`config.mk`:
```
export PLATFORM = sky130hd
export DESIGN_NAME = afc_param_bank
export DESIGN_NICKNAME = d
export VERILOG_FILES = /design/src/design/afc_pkg.sv /design/src/design/afc_tmr_if.sv /design/src/design/afc_param_bank.sv /design/src/design/afc_timer.sv
export VERILOG_INCLUDE_DIRS = /design/src /design/src/design
export SDC_FILE = /design/constraint.sdc
export NUM_CORES = 1
export LEC_CHECK = 0
export ABC_AREA = 1
export BUFFER_PORTS_ARGS = -buffer_cell sky130_fd_sc_hd__buf_2
export CAP_MARGIN = 5
export CORE_UTILIZATION = 25
export CTS_CLUSTER_SIZE = 8
export DETAILED_ROUTE_END_ITERATION = 6
export GPL_TIMING_DRIVEN = 1
export PLACE_DENSITY_LB_ADDON = 0.25
export SLEW_MARGIN = 20
export SYNTH_ARGS = -nofsm -noshare
export SYNTH_HDL_FRONTEND = slang
export SYNTH_SLANG_ARGS = --single-unit
```
`constraint.sdc`:
```
create_clock -name clock -period 9.1 [get_ports clock]
set_input_delay 0.455 -clock clock [delete_from_list [all_inputs] [get_ports clock]]
set_output_delay 0.455 -clock clock [all_outputs]
set_load 0.005 [all_outputs]
```
`src/design/afc_params.svh`:
```
`ifndef AFC_PARAMS_SVH
`define AFC_PARAMS_SVH

// register offsets (holding-register numbers)
`define AFC_REG_STATUS 16'h0068
`define AFC_REG_MIN_PCT 16'h0069
`define AFC_REG_MAX_PCT 16'h006a
`define AFC_REG_FAIL_ACT 16'h006c
`define AFC_REG_TO_SECS 16'h006d
`define AFC_REG_MIN_UNITS 16'h0078
`define AFC_REG_MAX_UNITS 16'h0079
`define AFC_REG_IFACE_MODE 16'h007a
`define AFC_REG_STATION 16'h0082
`define AFC_REG_FLOW_UNIT 16'h00c9
`define AFC_REG_MODE_BITS 16'h00e7
`define AFC_REG_NOM_FLOW 16'h00e9
`define AFC_REG_SERIAL 16'h0238
`define AFC_REG_RSP_DELAY 16'h0239

// field positions
`define AFC_STATUS_TIMEOUT_BIT 10
`define AFC_MODE_CHAR_BIT 0
`define AFC_MODE_FB_BIT 4

// legal value ranges and codes
`define AFC_PCT_MAX 16'h2710
`define AFC_ACT_NONE 3'h0
`define AFC_ACT_CLOSE 3'h1
`define AFC_ACT_OPEN 3'h2
`define AFC_ACT_QVMIN 3'h3
`define AFC_ACT_QVMAX 3'h5
`define AFC_UNIT_LPS 16'h0000
`define AFC_UNIT_M3H 16'h0001
`define AFC_UNIT_CFM 16'h0006
`define AFC_IFM_MAX 16'h0003
`define AFC_SER_MAX 16'h001f
`define AFC_DLY_MAX 16'h00ff
`define AFC_ADDR_MIN 16'h0001
`define AFC_ADDR_MAX 16'h00f7
`define AFC_BROADCAST 8'h00

// exception codes
`define AFC_EXC_NONE 8'h00
`define AFC_EXC_ADDR 8'h02
`define AFC_EXC_VALUE 8'h03

// reset values
`define AFC_RST_MIN_PCT 16'h0000
`define AFC_RST_MAX_PCT 16'h2710
`define AFC_RST_FAIL_ACT 16'h0000
`define AFC_RST_TO_SECS 16'h0000
`define AFC_RST_MIN_UNITS 16'h0000
`define AFC_RST_MAX_UNITS 16'h0000
`define AFC_RST_IFACE_MODE 16'h0001
`define AFC_RST_STATION 16'h0001
`define AFC_RST_FLOW_UNIT 16'h0001
`define AFC_RST_MODE_BITS 16'h0000
`define AFC_RST_SERIAL 16'h000f
`define AFC_RST_RSP_DELAY 16'h0000

// timing
`define AFC_CLK_HZ 100000000
`define AFC_BASE_DELAY_MS 10
`define AFC_STEP_DELAY_MS 3
`define AFC_SECOND_S 1

`endif

```
`src/design/afc_pkg.sv`:
```
package afc_pkg;

  typedef enum logic [0:0] {
    AFC_IDLE,
    AFC_WAIT
  } afc_phase_t;

  typedef struct packed {
    afc_phase_t phase;
    logic req_ready;
    logic rsp_valid;
    logic rsp_exc;
    logic [7:0] rsp_code;
    logic [15:0] rsp_data;
    logic tmr_start;
    logic tmr_kick;
    logic timed_out;
    logic [2:0] override_act;
    logic [15:0] min_pct;
    logic [15:0] max_pct;
    logic [15:0] fail_act;
    logic [15:0] to_secs;
    logic [15:0] min_units;
    logic [15:0] max_units;
    logic [15:0] iface_mode;
    logic [15:0] station;
    logic [15:0] flow_unit;
    logic [15:0] mode_bits;
    logic [15:0] serial;
    logic [15:0] rsp_delay;
  } afc_bank_t;

  typedef struct packed {
    logic rsp_busy;
    logic rsp_done;
    logic [31:0] rsp_cnt;
    logic armed;
    logic fired;
    logic [31:0] sec_cnt;
    logic [15:0] secs_left;
  } afc_tmr_t;

endpackage : afc_pkg

```
`src/design/afc_tmr_if.sv`:
```
`timescale 1ns/1ns
interface afc_tmr_if;
  logic rsp_start;
  logic [7:0] rsp_extra;
  logic rsp_done;
  logic kick;
  logic [15:0] to_secs;
  logic to_fired;

  modport bank (
    output rsp_start,
    output rsp_extra,
    output kick,
    output to_secs,
    input rsp_done,
    input to_fired
  );

  modport timer (
    input rsp_start,
    input rsp_extra,
    input kick,
    input to_secs,
    output rsp_done,
    output to_fired
  );
endinterface : afc_tmr_if

```
`src/design/afc_param_bank.sv`:
```
`timescale 1ns/1ns
`include "afc_params.svh"

module afc_param_bank
  import afc_pkg::*;
#(
  parameter int unsigned BASE_DELAY_CYC = `AFC_BASE_DELAY_MS * (`AFC_CLK_HZ / 1000),
  parameter int unsigned STEP_DELAY_CYC = `AFC_STEP_DELAY_MS * (`AFC_CLK_HZ / 1000),
  parameter int unsigned SEC_CYC = `AFC_SECOND_S * `AFC_CLK_HZ
) (
  // clock and reset
  input wire logic clock,
  input wire logic reset,
  // decoded register request from the frame engine
  input wire logic req_valid,
  input wire logic req_write,
  input wire logic [7:0] req_station,
  input wire logic [15:0] req_addr,
  input wire logic [15:0] req_wdata,
  output logic req_ready,
  // register answer
  output logic rsp_valid,
  output logic rsp_exception,
  output logic [7:0] rsp_exc_code,
  output logic [15:0] rsp_rdata,
  // factory nominal flow
  input wire logic [15:0] nominal_flow,
  // configuration toward the controller
  output logic [15:0] min_flow_pct,
  output logic [15:0] max_flow_pct,
  output logic [15:0] min_flow_units,
  output logic [15:0] max_flow_units,
  output logic [1:0] iface_mode,
  output logic [2:0] flow_unit,
  output logic analog_2to10,
  output logic feedback_position,
  output logic [7:0] station_addr,
  output logic [4:0] serial_code,
  // bus failure fallback
  output logic timeout_active,
  output logic [2:0] fail_action
);

  afc_bank_t st_q;
  afc_bank_t st_d;
  afc_tmr_if tmr_if ();

  // reads: every mapped register, status shows the watchdog
  function automatic logic [15:0] read_value(input afc_bank_t s, input logic [15:0] addr,
                                             input logic fired, input logic [15:0] nom);
    logic [15:0] v;
    v = 16'h0000;
    unique case (addr)
      `AFC_REG_STATUS: v[`AFC_STATUS_TIMEOUT_BIT] = fired;
      `AFC_REG_MIN_PCT: v = s.min_pct;
      `AFC_REG_MAX_PCT: v = s.max_pct;
      `AFC_REG_FAIL_ACT: v = s.fail_act;
      `AFC_REG_TO_SECS: v = s.to_secs;
      `AFC_REG_MIN_UNITS: v = s.min_units;
      `AFC_REG_MAX_UNITS: v = s.max_units;
      `AFC_REG_IFACE_MODE: v = s.iface_mode;
      `AFC_REG_STATION: v = s.station;
      `AFC_REG_FLOW_UNIT: v = s.flow_unit;
      `AFC_REG_MODE_BITS: v = s.mode_bits;
      `AFC_REG_NOM_FLOW: v = nom;
      `AFC_REG_SERIAL: v = s.serial;
      `AFC_REG_RSP_DELAY: v = s.rsp_delay;
      default: v = 16'h0000;
    endcase
    return v;
  endfunction : read_value

  function automatic logic is_mapped(input logic [15:0] addr);
    logic m;
    m = 1'b0;
    unique case (addr)
      `AFC_REG_STATUS, `AFC_REG_MIN_PCT, `AFC_REG_MAX_PCT, `AFC_REG_FAIL_ACT,
      `AFC_REG_TO_SECS, `AFC_REG_MIN_UNITS, `AFC_REG_MAX_UNITS, `AFC_REG_IFACE_MODE,
      `AFC_REG_STATION, `AFC_REG_FLOW_UNIT, `AFC_REG_MODE_BITS, `AFC_REG_NOM_FLOW,
      `AFC_REG_SERIAL, `AFC_REG_RSP_DELAY: m = 1'b1;
      default: m = 1'b0;
    endcase
    return m;
  endfunction : is_mapped

  // write check: read-only or unmapped is an address fault, bad code a value fault
  function automatic logic [7:0] write_check(input logic [15:0] addr, input logic [15:0] val);
    logic [7:0] e;
    e = `AFC_EXC_NONE;
    unique case (addr)
      `AFC_REG_STATUS, `AFC_REG_NOM_FLOW: e = `AFC_EXC_ADDR;
      `AFC_REG_MIN_PCT, `AFC_REG_MAX_PCT: begin
        if (val > `AFC_PCT_MAX) begin
          e = `AFC_EXC_VALUE;
        end
      end
      `AFC_REG_FAIL_ACT: begin
        if (!(val == {13'h0000, `AFC_ACT_NONE} || val == {13'h0000, `AFC_ACT_CLOSE} ||
              val == {13'h0000, `AFC_ACT_OPEN} || val == {13'h0000, `AFC_ACT_QVMIN} ||
              val == {13'h0000, `AFC_ACT_QVMAX})) begin
          e = `AFC_EXC_VALUE;
        end
      end
      `AFC_REG_IFACE_MODE: begin
        if (val > `AFC_IFM_MAX) begin
          e = `AFC_EXC_VALUE;
        end
      end
      `AFC_REG_STATION: begin
        if (val < `AFC_ADDR_MIN || val > `AFC_ADDR_MAX) begin
          e = `AFC_EXC_VALUE;
        end
      end
      `AFC_REG_FLOW_UNIT: begin
        if (!(val == `AFC_UNIT_LPS || val == `AFC_UNIT_M3H || val == `AFC_UNIT_CFM)) begin
          e = `AFC_EXC_VALUE;
        end
      end
      `AFC_REG_SERIAL: begin
        if (val > `AFC_SER_MAX) begin
          e = `AFC_EXC_VALUE;
        end
      end
      `AFC_REG_RSP_DELAY: begin
        if (val > `AFC_DLY_MAX) begin
          e = `AFC_EXC_VALUE;
        end
      end
      `AFC_REG_TO_SECS, `AFC_REG_MIN_UNITS, `AFC_REG_MAX_UNITS, `AFC_REG_MODE_BITS: begin
        e = `AFC_EXC_NONE;
      end
      default: e = `AFC_EXC_ADDR;
    endcase
    return e;
  endfunction : write_check

  always_comb begin
    logic ours;
    logic bcast;
    logic [7:0] exc;
    ours = 1'b0;
    bcast = 1'b0;
    exc = `AFC_EXC_NONE;
    st_d = st_q;
    st_d.rsp_valid = 1'b0;
    st_d.tmr_start = 1'b0;
    st_d.tmr_kick = 1'b0;
    // fallback action only while the watchdog has fired
    st_d.timed_out = tmr_if.to_fired;
    st_d.override_act = tmr_if.to_fired ? st_q.fail_act[2:0] : `AFC_ACT_NONE;
    unique case (st_q.phase)
      AFC_IDLE: begin
        if (req_valid) begin
          ours = (req_station == st_q.station[7:0]);
          bcast = (req_station == `AFC_BROADCAST) && req_write;
          if (req_write) begin
            exc = write_check(req_addr, req_wdata);
          end else if (!is_mapped(req_addr)) begin
            exc = `AFC_EXC_ADDR;
          end
          if (ours || bcast) begin
            st_d.tmr_kick = 1'b1;
            // a rejected write leaves the stored value as it was
            if (req_write && exc == `AFC_EXC_NONE) begin
              unique case (req_addr)
                `AFC_REG_MIN_PCT: st_d.min_pct = req_wdata;
                `AFC_REG_MAX_PCT: st_d.max_pct = req_wdata;
                `AFC_REG_FAIL_ACT: st_d.fail_act = req_wdata;
                `AFC_REG_TO_SECS: st_d.to_secs = req_wdata;
                `AFC_REG_MIN_UNITS: st_d.min_units = req_wdata;
                `AFC_REG_MAX_UNITS: st_d.max_units = req_wdata;
                `AFC_REG_IFACE_MODE: st_d.iface_mode = req_wdata;
                `AFC_REG_STATION: st_d.station = req_wdata;
                `AFC_REG_FLOW_UNIT: st_d.flow_unit = req_wdata;
                // all 16 bits stored; the master keeps the rest intact
                `AFC_REG_MODE_BITS: st_d.mode_bits = req_wdata;
                `AFC_REG_SERIAL: st_d.serial = req_wdata;
                `AFC_REG_RSP_DELAY: st_d.rsp_delay = req_wdata;
                default: st_d.min_pct = st_q.min_pct;
              endcase
            end
          end
          // broadcast writes execute silently, only own address gets an answer
          if (ours) begin
            st_d.phase = AFC_WAIT;
            st_d.req_ready = 1'b0;
            st_d.tmr_start = 1'b1;
            st_d.rsp_exc = (exc != `AFC_EXC_NONE);
            st_d.rsp_code = exc;
            st_d.rsp_data = (exc != `AFC_EXC_NONE) ? 16'h0000 :
                            req_write ? req_wdata :
                            read_value(st_q, req_addr, tmr_if.to_fired, nominal_flow);
          end
        end
      end
      AFC_WAIT: begin
        if (tmr_if.rsp_done) begin
          st_d.phase = AFC_IDLE;
          st_d.req_ready = 1'b1;
          st_d.rsp_valid = 1'b1;
        end
      end
    endcase
  end

  always_ff @(posedge clock or posedge reset) begin
    if (reset) begin
      st_q <= '0;
      st_q.phase <= AFC_IDLE;
      st_q.req_ready <= 1'b1;
      st_q.min_pct <= `AFC_RST_MIN_PCT;
      st_q.max_pct <= `AFC_RST_MAX_PCT;
      st_q.fail_act <= `AFC_RST_FAIL_ACT;
      st_q.to_secs <= `AFC_RST_TO_SECS;
      st_q.min_units <= `AFC_RST_MIN_UNITS;
      st_q.max_units <= `AFC_RST_MAX_UNITS;
      st_q.iface_mode <= `AFC_RST_IFACE_MODE;
      st_q.station <= `AFC_RST_STATION;
      st_q.flow_unit <= `AFC_RST_FLOW_UNIT;
      st_q.mode_bits <= `AFC_RST_MODE_BITS;
      st_q.serial <= `AFC_RST_SERIAL;
      st_q.rsp_delay <= `AFC_RST_RSP_DELAY;
    end else begin
      st_q <= st_d;
    end
  end

  assign tmr_if.rsp_start = st_q.tmr_start;
  assign tmr_if.rsp_extra = st_q.rsp_delay[7:0];
  assign tmr_if.kick = st_q.tmr_kick;
  assign tmr_if.to_secs = st_q.to_secs;

  afc_timer #(
    .BASE_DELAY_CYC(BASE_DELAY_CYC),
    .STEP_DELAY_CYC(STEP_DELAY_CYC),
    .SEC_CYC(SEC_CYC)
  ) u_timer (
    .clock(clock),
    .reset(reset),
    .tmr(tmr_if.timer)
  );

  assign req_ready = st_q.req_ready;
  assign rsp_valid = st_q.rsp_valid;
  assign rsp_exception = st_q.rsp_exc;
  assign rsp_exc_code = st_q.rsp_code;
  assign rsp_rdata = st_q.rsp_data;
  assign min_flow_pct = st_q.min_pct;
  assign max_flow_pct = st_q.max_pct;
  assign min_flow_units = st_q.min_units;
  assign max_flow_units = st_q.max_units;
  assign iface_mode = st_q.iface_mode[1:0];
  assign flow_unit = st_q.flow_unit[2:0];
  assign analog_2to10 = st_q.mode_bits[`AFC_MODE_CHAR_BIT];
  assign feedback_position = st_q.mode_bits[`AFC_MODE_FB_BIT];
  assign station_addr = st_q.station[7:0];
  assign serial_code = st_q.serial[4:0];
  assign timeout_active = st_q.timed_out;
  assign fail_action = st_q.override_act;

endmodule : afc_param_bank

```
`src/design/afc_timer.sv`:
```
`timescale 1ns/1ns
module afc_timer
  import afc_pkg::*;
#(
  parameter int unsigned BASE_DELAY_CYC = 1000000,
  parameter int unsigned STEP_DELAY_CYC = 300000,
  parameter int unsigned SEC_CYC = 100000000
) (
  // clock and reset
  input wire logic clock,
  input wire logic reset,
  // link to the register bank
  afc_tmr_if.timer tmr
);

  afc_tmr_t st_q;
  afc_tmr_t st_d;

  always_comb begin
    st_d = st_q;
    st_d.rsp_done = 1'b0;
    // response wait: base plus per-step extra, counted down to zero
    if (tmr.rsp_start) begin
      st_d.rsp_busy = 1'b1;
      st_d.rsp_cnt = 32'(BASE_DELAY_CYC) + 32'(STEP_DELAY_CYC) * {24'h000000, tmr.rsp_extra}
                     - 32'h00000001;
    end else if (st_q.rsp_busy) begin
      if (st_q.rsp_cnt == 32'h00000000) begin
        st_d.rsp_busy = 1'b0;
        st_d.rsp_done = 1'b1;
      end else begin
        st_d.rsp_cnt = st_q.rsp_cnt - 32'h00000001;
      end
    end
    // bus silence watchdog in whole seconds; zero disables it
    if (tmr.to_secs == 16'h0000) begin
      st_d.armed = 1'b0;
      st_d.fired = 1'b0;
    end else if (tmr.kick) begin
      st_d.armed = 1'b1;
      st_d.fired = 1'b0;
      st_d.secs_left = tmr.to_secs;
      st_d.sec_cnt = 32'(SEC_CYC) - 32'h00000001;
    end else if (st_q.armed && !st_q.fired) begin
      if (st_q.sec_cnt == 32'h00000000) begin
        st_d.sec_cnt = 32'(SEC_CYC) - 32'h00000001;
        if (st_q.secs_left <= 16'h0001) begin
          st_d.fired = 1'b1;
          st_d.secs_left = 16'h0000;
        end else begin
          st_d.secs_left = st_q.secs_left - 16'h0001;
        end
      end else begin
        st_d.sec_cnt = st_q.sec_cnt - 32'h00000001;
      end
    end
  end

  always_ff @(posedge clock or posedge reset) begin
    if (reset) begin
      st_q <= '0;
    end else begin
      st_q <= st_d;
    end
  end

  assign tmr.rsp_done = st_q.rsp_done;
  assign tmr.to_fired = st_q.fired;

endmodule : afc_timer

```
* Yosys cells after proc, flatten, opt, wreduce, memory -nomap -nowiden
Cells that the tools add are included.
** Cells by class
- Add/subtract/negate cells :: 5
- Multipliers :: 1
- Order comparisons :: 7
- Equality and inequality tests :: 24
- Mux-type cells :: 46
- Bitwise operators :: 2
- Reductions and logical operators :: 46
** Operators by type and width (count)
- case mux 10 bit (13 select lines) :: 1
- equality test 16 x 7 -> 1 bit (second input constant) :: 8
- 2-to-1 mux 49 bit :: 2
- 2-to-1 mux 32 bit :: 3
- subtractor 32 x 1 -> 32 bit (second input constant) :: 3
- case mux 5 bit (13 select lines) :: 1
- equality test 16 x 8 -> 1 bit (second input constant) :: 4
- logical NOT 32 bit :: 2
- 2-to-1 mux 16 bit :: 4
- AND reduction 5 bit :: 12
- 2-to-1 mux 34 bit :: 1
- equality test 16 x 10 -> 1 bit (second input constant) :: 2
- equality test 16 x 2 -> 1 bit (second input constant) :: 2
- equality test 16 x 3 -> 1 bit (second input constant) :: 2
- greater-than comparator 16 x 8 -> 1 bit (second input constant) :: 2
- logical NOT 16 bit :: 2
- adder 20 x 27 -> 28 bit (first input constant) :: 1
- 2-to-1 mux 2 bit :: 14
- 2-to-1 mux 8 bit :: 3
- multiplier 14 x 8 -> 22 bit (first input constant) :: 1
- equality test 16 x 1 -> 1 bit (second input constant) :: 1
- greater-than comparator 16 x 14 -> 1 bit (second input constant) :: 1
- greater-than comparator 16 x 2 -> 1 bit (second input constant) :: 1
- greater-than comparator 16 x 5 -> 1 bit (second input constant) :: 1
- other kinds (24) :: 57
** Storage, ports and cells
- Bits in registers :: 310
- Bits of input ports :: 60
- Output and inout bits :: 115
- Logic and storage cells :: 160

* Longest topological paths before layout
- Word-level depth :: 13
- Gate-level depth with buffers :: 31
- Mapped depth without buffers :: 31

* Cells and area by module
From an unflattened synthesis, not the netlist that was laid out.
** Second synthesis, totals
- Cell total of the unflattened synthesis :: 2871
- Area total of the unflattened synthesis :: 20528.4 um2
** Modules (own cells, without submodules)
- afc_param_bank :: instances 1, cells an instance 1683, area each 12424.4 um2
- afc_timer :: instances 1, cells an instance 1188, area each 8104.0 um2

* Worst setup path before layout
Ideal clock, no wire load.
- Kind :: register to register
- Start point :: reg st_q[5] (netlist name)
- End point :: reg u_timer.st_q[71] (netlist name)
- Library setup time :: 0.117 ns
- Data arrival time :: 4.562 ns
- Slack :: 4.421 ns
- Stages on the path, launching flop included :: 26
- Path buffers :: 0
- Period minus slack after synthesis :: 4.679 ns
- Cell sequence :: dfrtp_1 -> fa_1 -> inv_1 -> fa_1 -> inv_1 -> fa_1 -> fa_1 -> ha_1 -> nand2_1 -> inv_1 -> a21oi_1 -> nand2_1 -> nand2_1 -> nand2_2 -> nor2_2 -> nand2_2 -> nand2_2 -> nand2_1 -> nor2_2 -> nand2_2 -> nor2_4 -> nand2_1 -> nand3_1 -> nand2_1 -> nand2_1 -> nand2_1
** Between the ends
- Cells in the longest elaborated chain, start to end :: 4
** RTL lines
- from (decl) :: line afc_param_bank.sv:44 : afc_bank_t st_q;
- from (signal assigned) :: line afc_param_bank.sv:224 : st_q <= st_d;
- multiplier 14 x 8 -> 22 bit :: line afc_timer.sv:25 : st_d.rsp_cnt = 32'(BASE_DELAY_CYC) + 32'(STEP_DELAY_CYC) * {24'h000000, tmr.rsp_extra}
- adder 20 x 27 -> 28 bit :: line afc_timer.sv:25
- subtractor 32 x 1 -> 32 bit :: line afc_timer.sv:26 : - 32'h00000001;
- 2-to-1 mux 32 bit :: line afc_timer.sv:23 : if (tmr.rsp_start) begin
- to (signal assigned) :: line afc_timer.sv:63 : st_q <= st_d;
- to (decl) :: line afc_timer.sv:16 : afc_tmr_t st_q;
Every way passes these cells.
A chain may end at the register's enable or synchronous reset.

* Worst setup path in the final report
- Start point :: reg st_q[5] (netlist name)
- End point :: reg u_timer.st_q[77] (netlist name)
The elaborated chain is that of the path after synthesis.

==> results.toml <==
[sta]
worst-slew-pin-transition_ns = 1.12
finalSetupTns_ns = 0
final_max_slew_viol_count = 0
hold_viol_final = 0
finClkSkew_ns = 0.0391
setup_violations = 0
rsz0062_at_grt = "no"
slew-limit-headroom_pct = 25.1
period_minus_slack_ns = 5.15
fin_crit_sh_pct = 56.6
fmax_mhz = 194

[synthesis]
synth_cells = 2585
yosysSeqAreaShare_pct = 38.8
yosys-top-cells-count = "nand2_1 (646), inv_1 (367), dfrtp_1 (291), nor2_1 (212), o21ai_0 (146)"
synth_edf_count = 0
synth_area_um2 = 19600
async_flop_share_pct = 100
yosys_register_bits = 304
synth_cell_types = 63
synth_top_area_cell = "dfrtp_1"
ys_warn_count = 0
post-synth-top-count-cell = "nand2_1"
synth.avg_cell_area_um2 = 7.59
ys.flop_type = "dfrtp_1"
netlist.area_leader.share_pct = 37.1
ys_top_cells_by_area = "dfrtp_1 (37%), nand2_1 (12%), inv_1 (7.0%)"

[power_and_ir_drop]
switchingPower_uw = 724
switching_share_pct = 23.8
vdd_ir_drop_max_mv = 0.117
p_int_mw = 2.32
leakagePower_nw = 11.8
p_clk_share_pct = 52.8
power.density_nw_per_um2 = 139
pwr-share-comb_pct = 2.7
power_frac_seq_pct = 44.5

[place]
port_buffers = 168
place.gp.congestion = 0.845
placed_cells = 3627
dp_hpwl_mm = 49.1

[critical_path]
r2r_cells = 25
cp-start-kind = "flop"
timing.critical_path.mode_cell = "nand2_1"
worstSetupEndpointType = "flop"
reg2reg_to = "u_timer.st_q[77]"
reg2reg_from = "st_q[5]"
path_depth = 25
path_buf_inv = 5
cp_slowest_stage_delay_ns = 0.64
crit_fanout = 7
cp_slowest_cell = "fa_1"
worstSetupPathType = "reg -> reg"
crit_required_ns = 9.57
regToRegSetupSlack_ns = 3.95
cp.arrival_ns = 5.62
crit_family = "adder cells"

[grt]
antenna_found_initial = 11
track_usage_pct = 16.6
grt_pass1_wl_mm = 100
grt_max_degree = 106
grt_overflow_total = 0
grt_pass1_vias = 16072

[status]
status = "finished, final reports clean"

[min_path]
hp-class = "in -> async"

[cts]
cts_sinks = 304
clk_pin_slew_ns = 0.05
cts_root_buf = "clkbuf_16"
clk_latency_ns = 0.59
htree_levels = 2
numCtsBuffers = 45
ctsHoldBuffers = 0
post-cts-setup-buffers = 0
cts_buffer_depth = 3
ctsResizeCount = 0
cts_tree = "done"

[die]
die_y_um = 282
die_w_um = 282
ioPinCount = 175
dieArea_um2 = 79700
row_count = 102
core_um2 = 77600
start_util_pct = 25.3

[detailed_routing]
routed_via_density = 4.53
drt_pass1_iterations = 5
post_drt_wl_per_cell_um = 17.8
drt-initial-drc-count = 1149
drtAntennaViolNets = 0
drc_errors = 0
wirelength_mm = 65.9
via_count = 16794

[finish]
area_growth_pct = 11.9
layout.cells.non_filler = 3708
final_nets = 2779
drive_gt1_share_pct = 13.4

[flow_run]
max_cap_violations = 0
-- final cells by class --
class / count / area [µm²]
Fill cell: 8614 / 55600
Multi-Input combinational cell: 1715 / 9310
Sequential cell: 304 / 7620
Inverter: 388 / 1460
Tap cell: 1040 / 1300
Clock buffer: 73 / 1230
Timing Repair Buffer: 180 / 931
Clock inverter: 5 / 90.1
Antenna cell: 3 / 7.51
-- worst max-delay path by stage --
stage / from / endpoint / slack (ns)
after global placement: st_q[5] / u_timer.st_q[77] / 4.00
after CTS: st_q[5] / u_timer.st_q[77] / 3.91
after detailed placement: st_q[5] / u_timer.st_q[77] / 3.93
final: st_q[5] / u_timer.st_q[77] / 3.95
after global routing: st_q[5] / u_timer.st_q[77] / 3.47
after floorplan: reset / analog_2to10 / 0.26
-- layout by cell type (no fill, tap or decap), types with 9 or more instances in the layout --
cell type  Yosys  routed
dfstp_2       13      13
nand4_4        9       9
nand3_1      111     111
o21ai_2       11      12
buf_4        111      12
nand4_1       56      56
nor2_2        12      12
dfrtp_1      291     291
nor2_4        11      11
nor3_1        43      43
nor2_1       212     212
buf_2         16     168
nand2_2       21      21
a22o_1        40      40
a21oi_1       86      86
o21ai_0      146     145
a31oi_1       13      13
clkinv_1       9       9
inv_1        367     366
clkbuf_16      0      45
fa_1          19      19
o22ai_1       12      12
inv_2         12      12
nand3_2       15      15
o21ai_1       67      67
ha_1          66      66
nor4_1        14      14
clkbuf_1      36      28
xor2_1        24      24
xnor2_1        9       9
nand2_1      646     646
-- per-layer routing --
layer	share of wire [%]	global-route usage, %
met2	43	25.4
met5	0.027	0
met3	6.1	3.14
met4	2.3	4.44
met1	48	23.9
-- sequential cells by signal, indices dropped and copies added (netlist names), 5 cells and up --
signal,flops
max_flow_pct,16
max_flow_units,16
min_flow_pct,16
min_flow_units,16
rsp_rdata,16
serial_code,5
st_q,93
station_addr,8
tmr_if.to_secs,16
u_timer.st_q,82
-- worst reg2reg max path: stages, from the launching register on --
cell,delay [ns]
dfrtp_1,0.48
fa_1,0.64
inv_1,0.08
fa_1,0.53
inv_1,0.05
fa_1,0.45
fa_1,0.48
ha_1,0.38
nand2_1,0.13
inv_1,0.06
a21oi_1,0.18
nand2_1,0.09
nand2_1,0.07
nand2_2,0.09
nor2_2,0.20
nand2_2,0.14
nand3_4,0.13
nand3_1,0.07
nand2_1,0.14
inv_2,0.08
nor2_4,0.13
inv_1,0.05
nor2_1,0.11
nand2_1,0.07
a21oi_1,0.13
nor2_1,0.05
-- power by group through the flow --
| stage | clock [mW] | sequential [mW] | combinational [mW] |
|---|---|---|---|
| 6_report | 1.61 | 1.35 | 0.0831 |
| 4_1_cts | 1.65 | 1.35 | 0.0856 |
| 3_5_place_dp | 0 | 1.38 | 0.0855 |
| 2_1_floorplan | 0 | 1.38 | 0.0413 |
| 5_1_grt | 1.69 | 1.35 | 0.0934 |
| 3_3_place_gp | 0 | 1.38 | 0.0861 |
-- stage by stage --
stage          power, mW  util [%]  hold WS (ns)  area (µm²)  setup WS [ns]
3_5_place_dp        1.46      26.6         0.445       20600           3.93
2_1_floorplan       1.42         -         0.425       19700          0.264
6_report            3.04      28.3       0.00853       22000           3.95
5_1_grt             3.14      28.3        0.0654       22000           3.47
4_1_cts             3.08      28.3        0.0506       22000           3.91
3_3_place_gp        1.46      26.6         0.441       20600           4.00
-- logic make-up (layout without fill, tap and decap cells) --
| kind of cell | count (synthesis) | count (layout) | share of synthesized area, % |
|---|---|---|---|
| AO/OA/AOI/OAI | 411 | 411 | 12.2 |
| XOR/XNOR | 34 | 34 | 1.56 |
| adder cells (fa/ha/maj) | 85 | 85 | 6.14 |
| buffers and inverters | 571 | 646 | 13.9 |
| flip-flops | 304 | 304 | 38.8 |
| other | 1 | 9 | 0.0191 |
| AND/OR/NAND/NOR | 1179 | 1179 | 27.4 |
No activity file was read; power rests on OpenSTA's default activity.
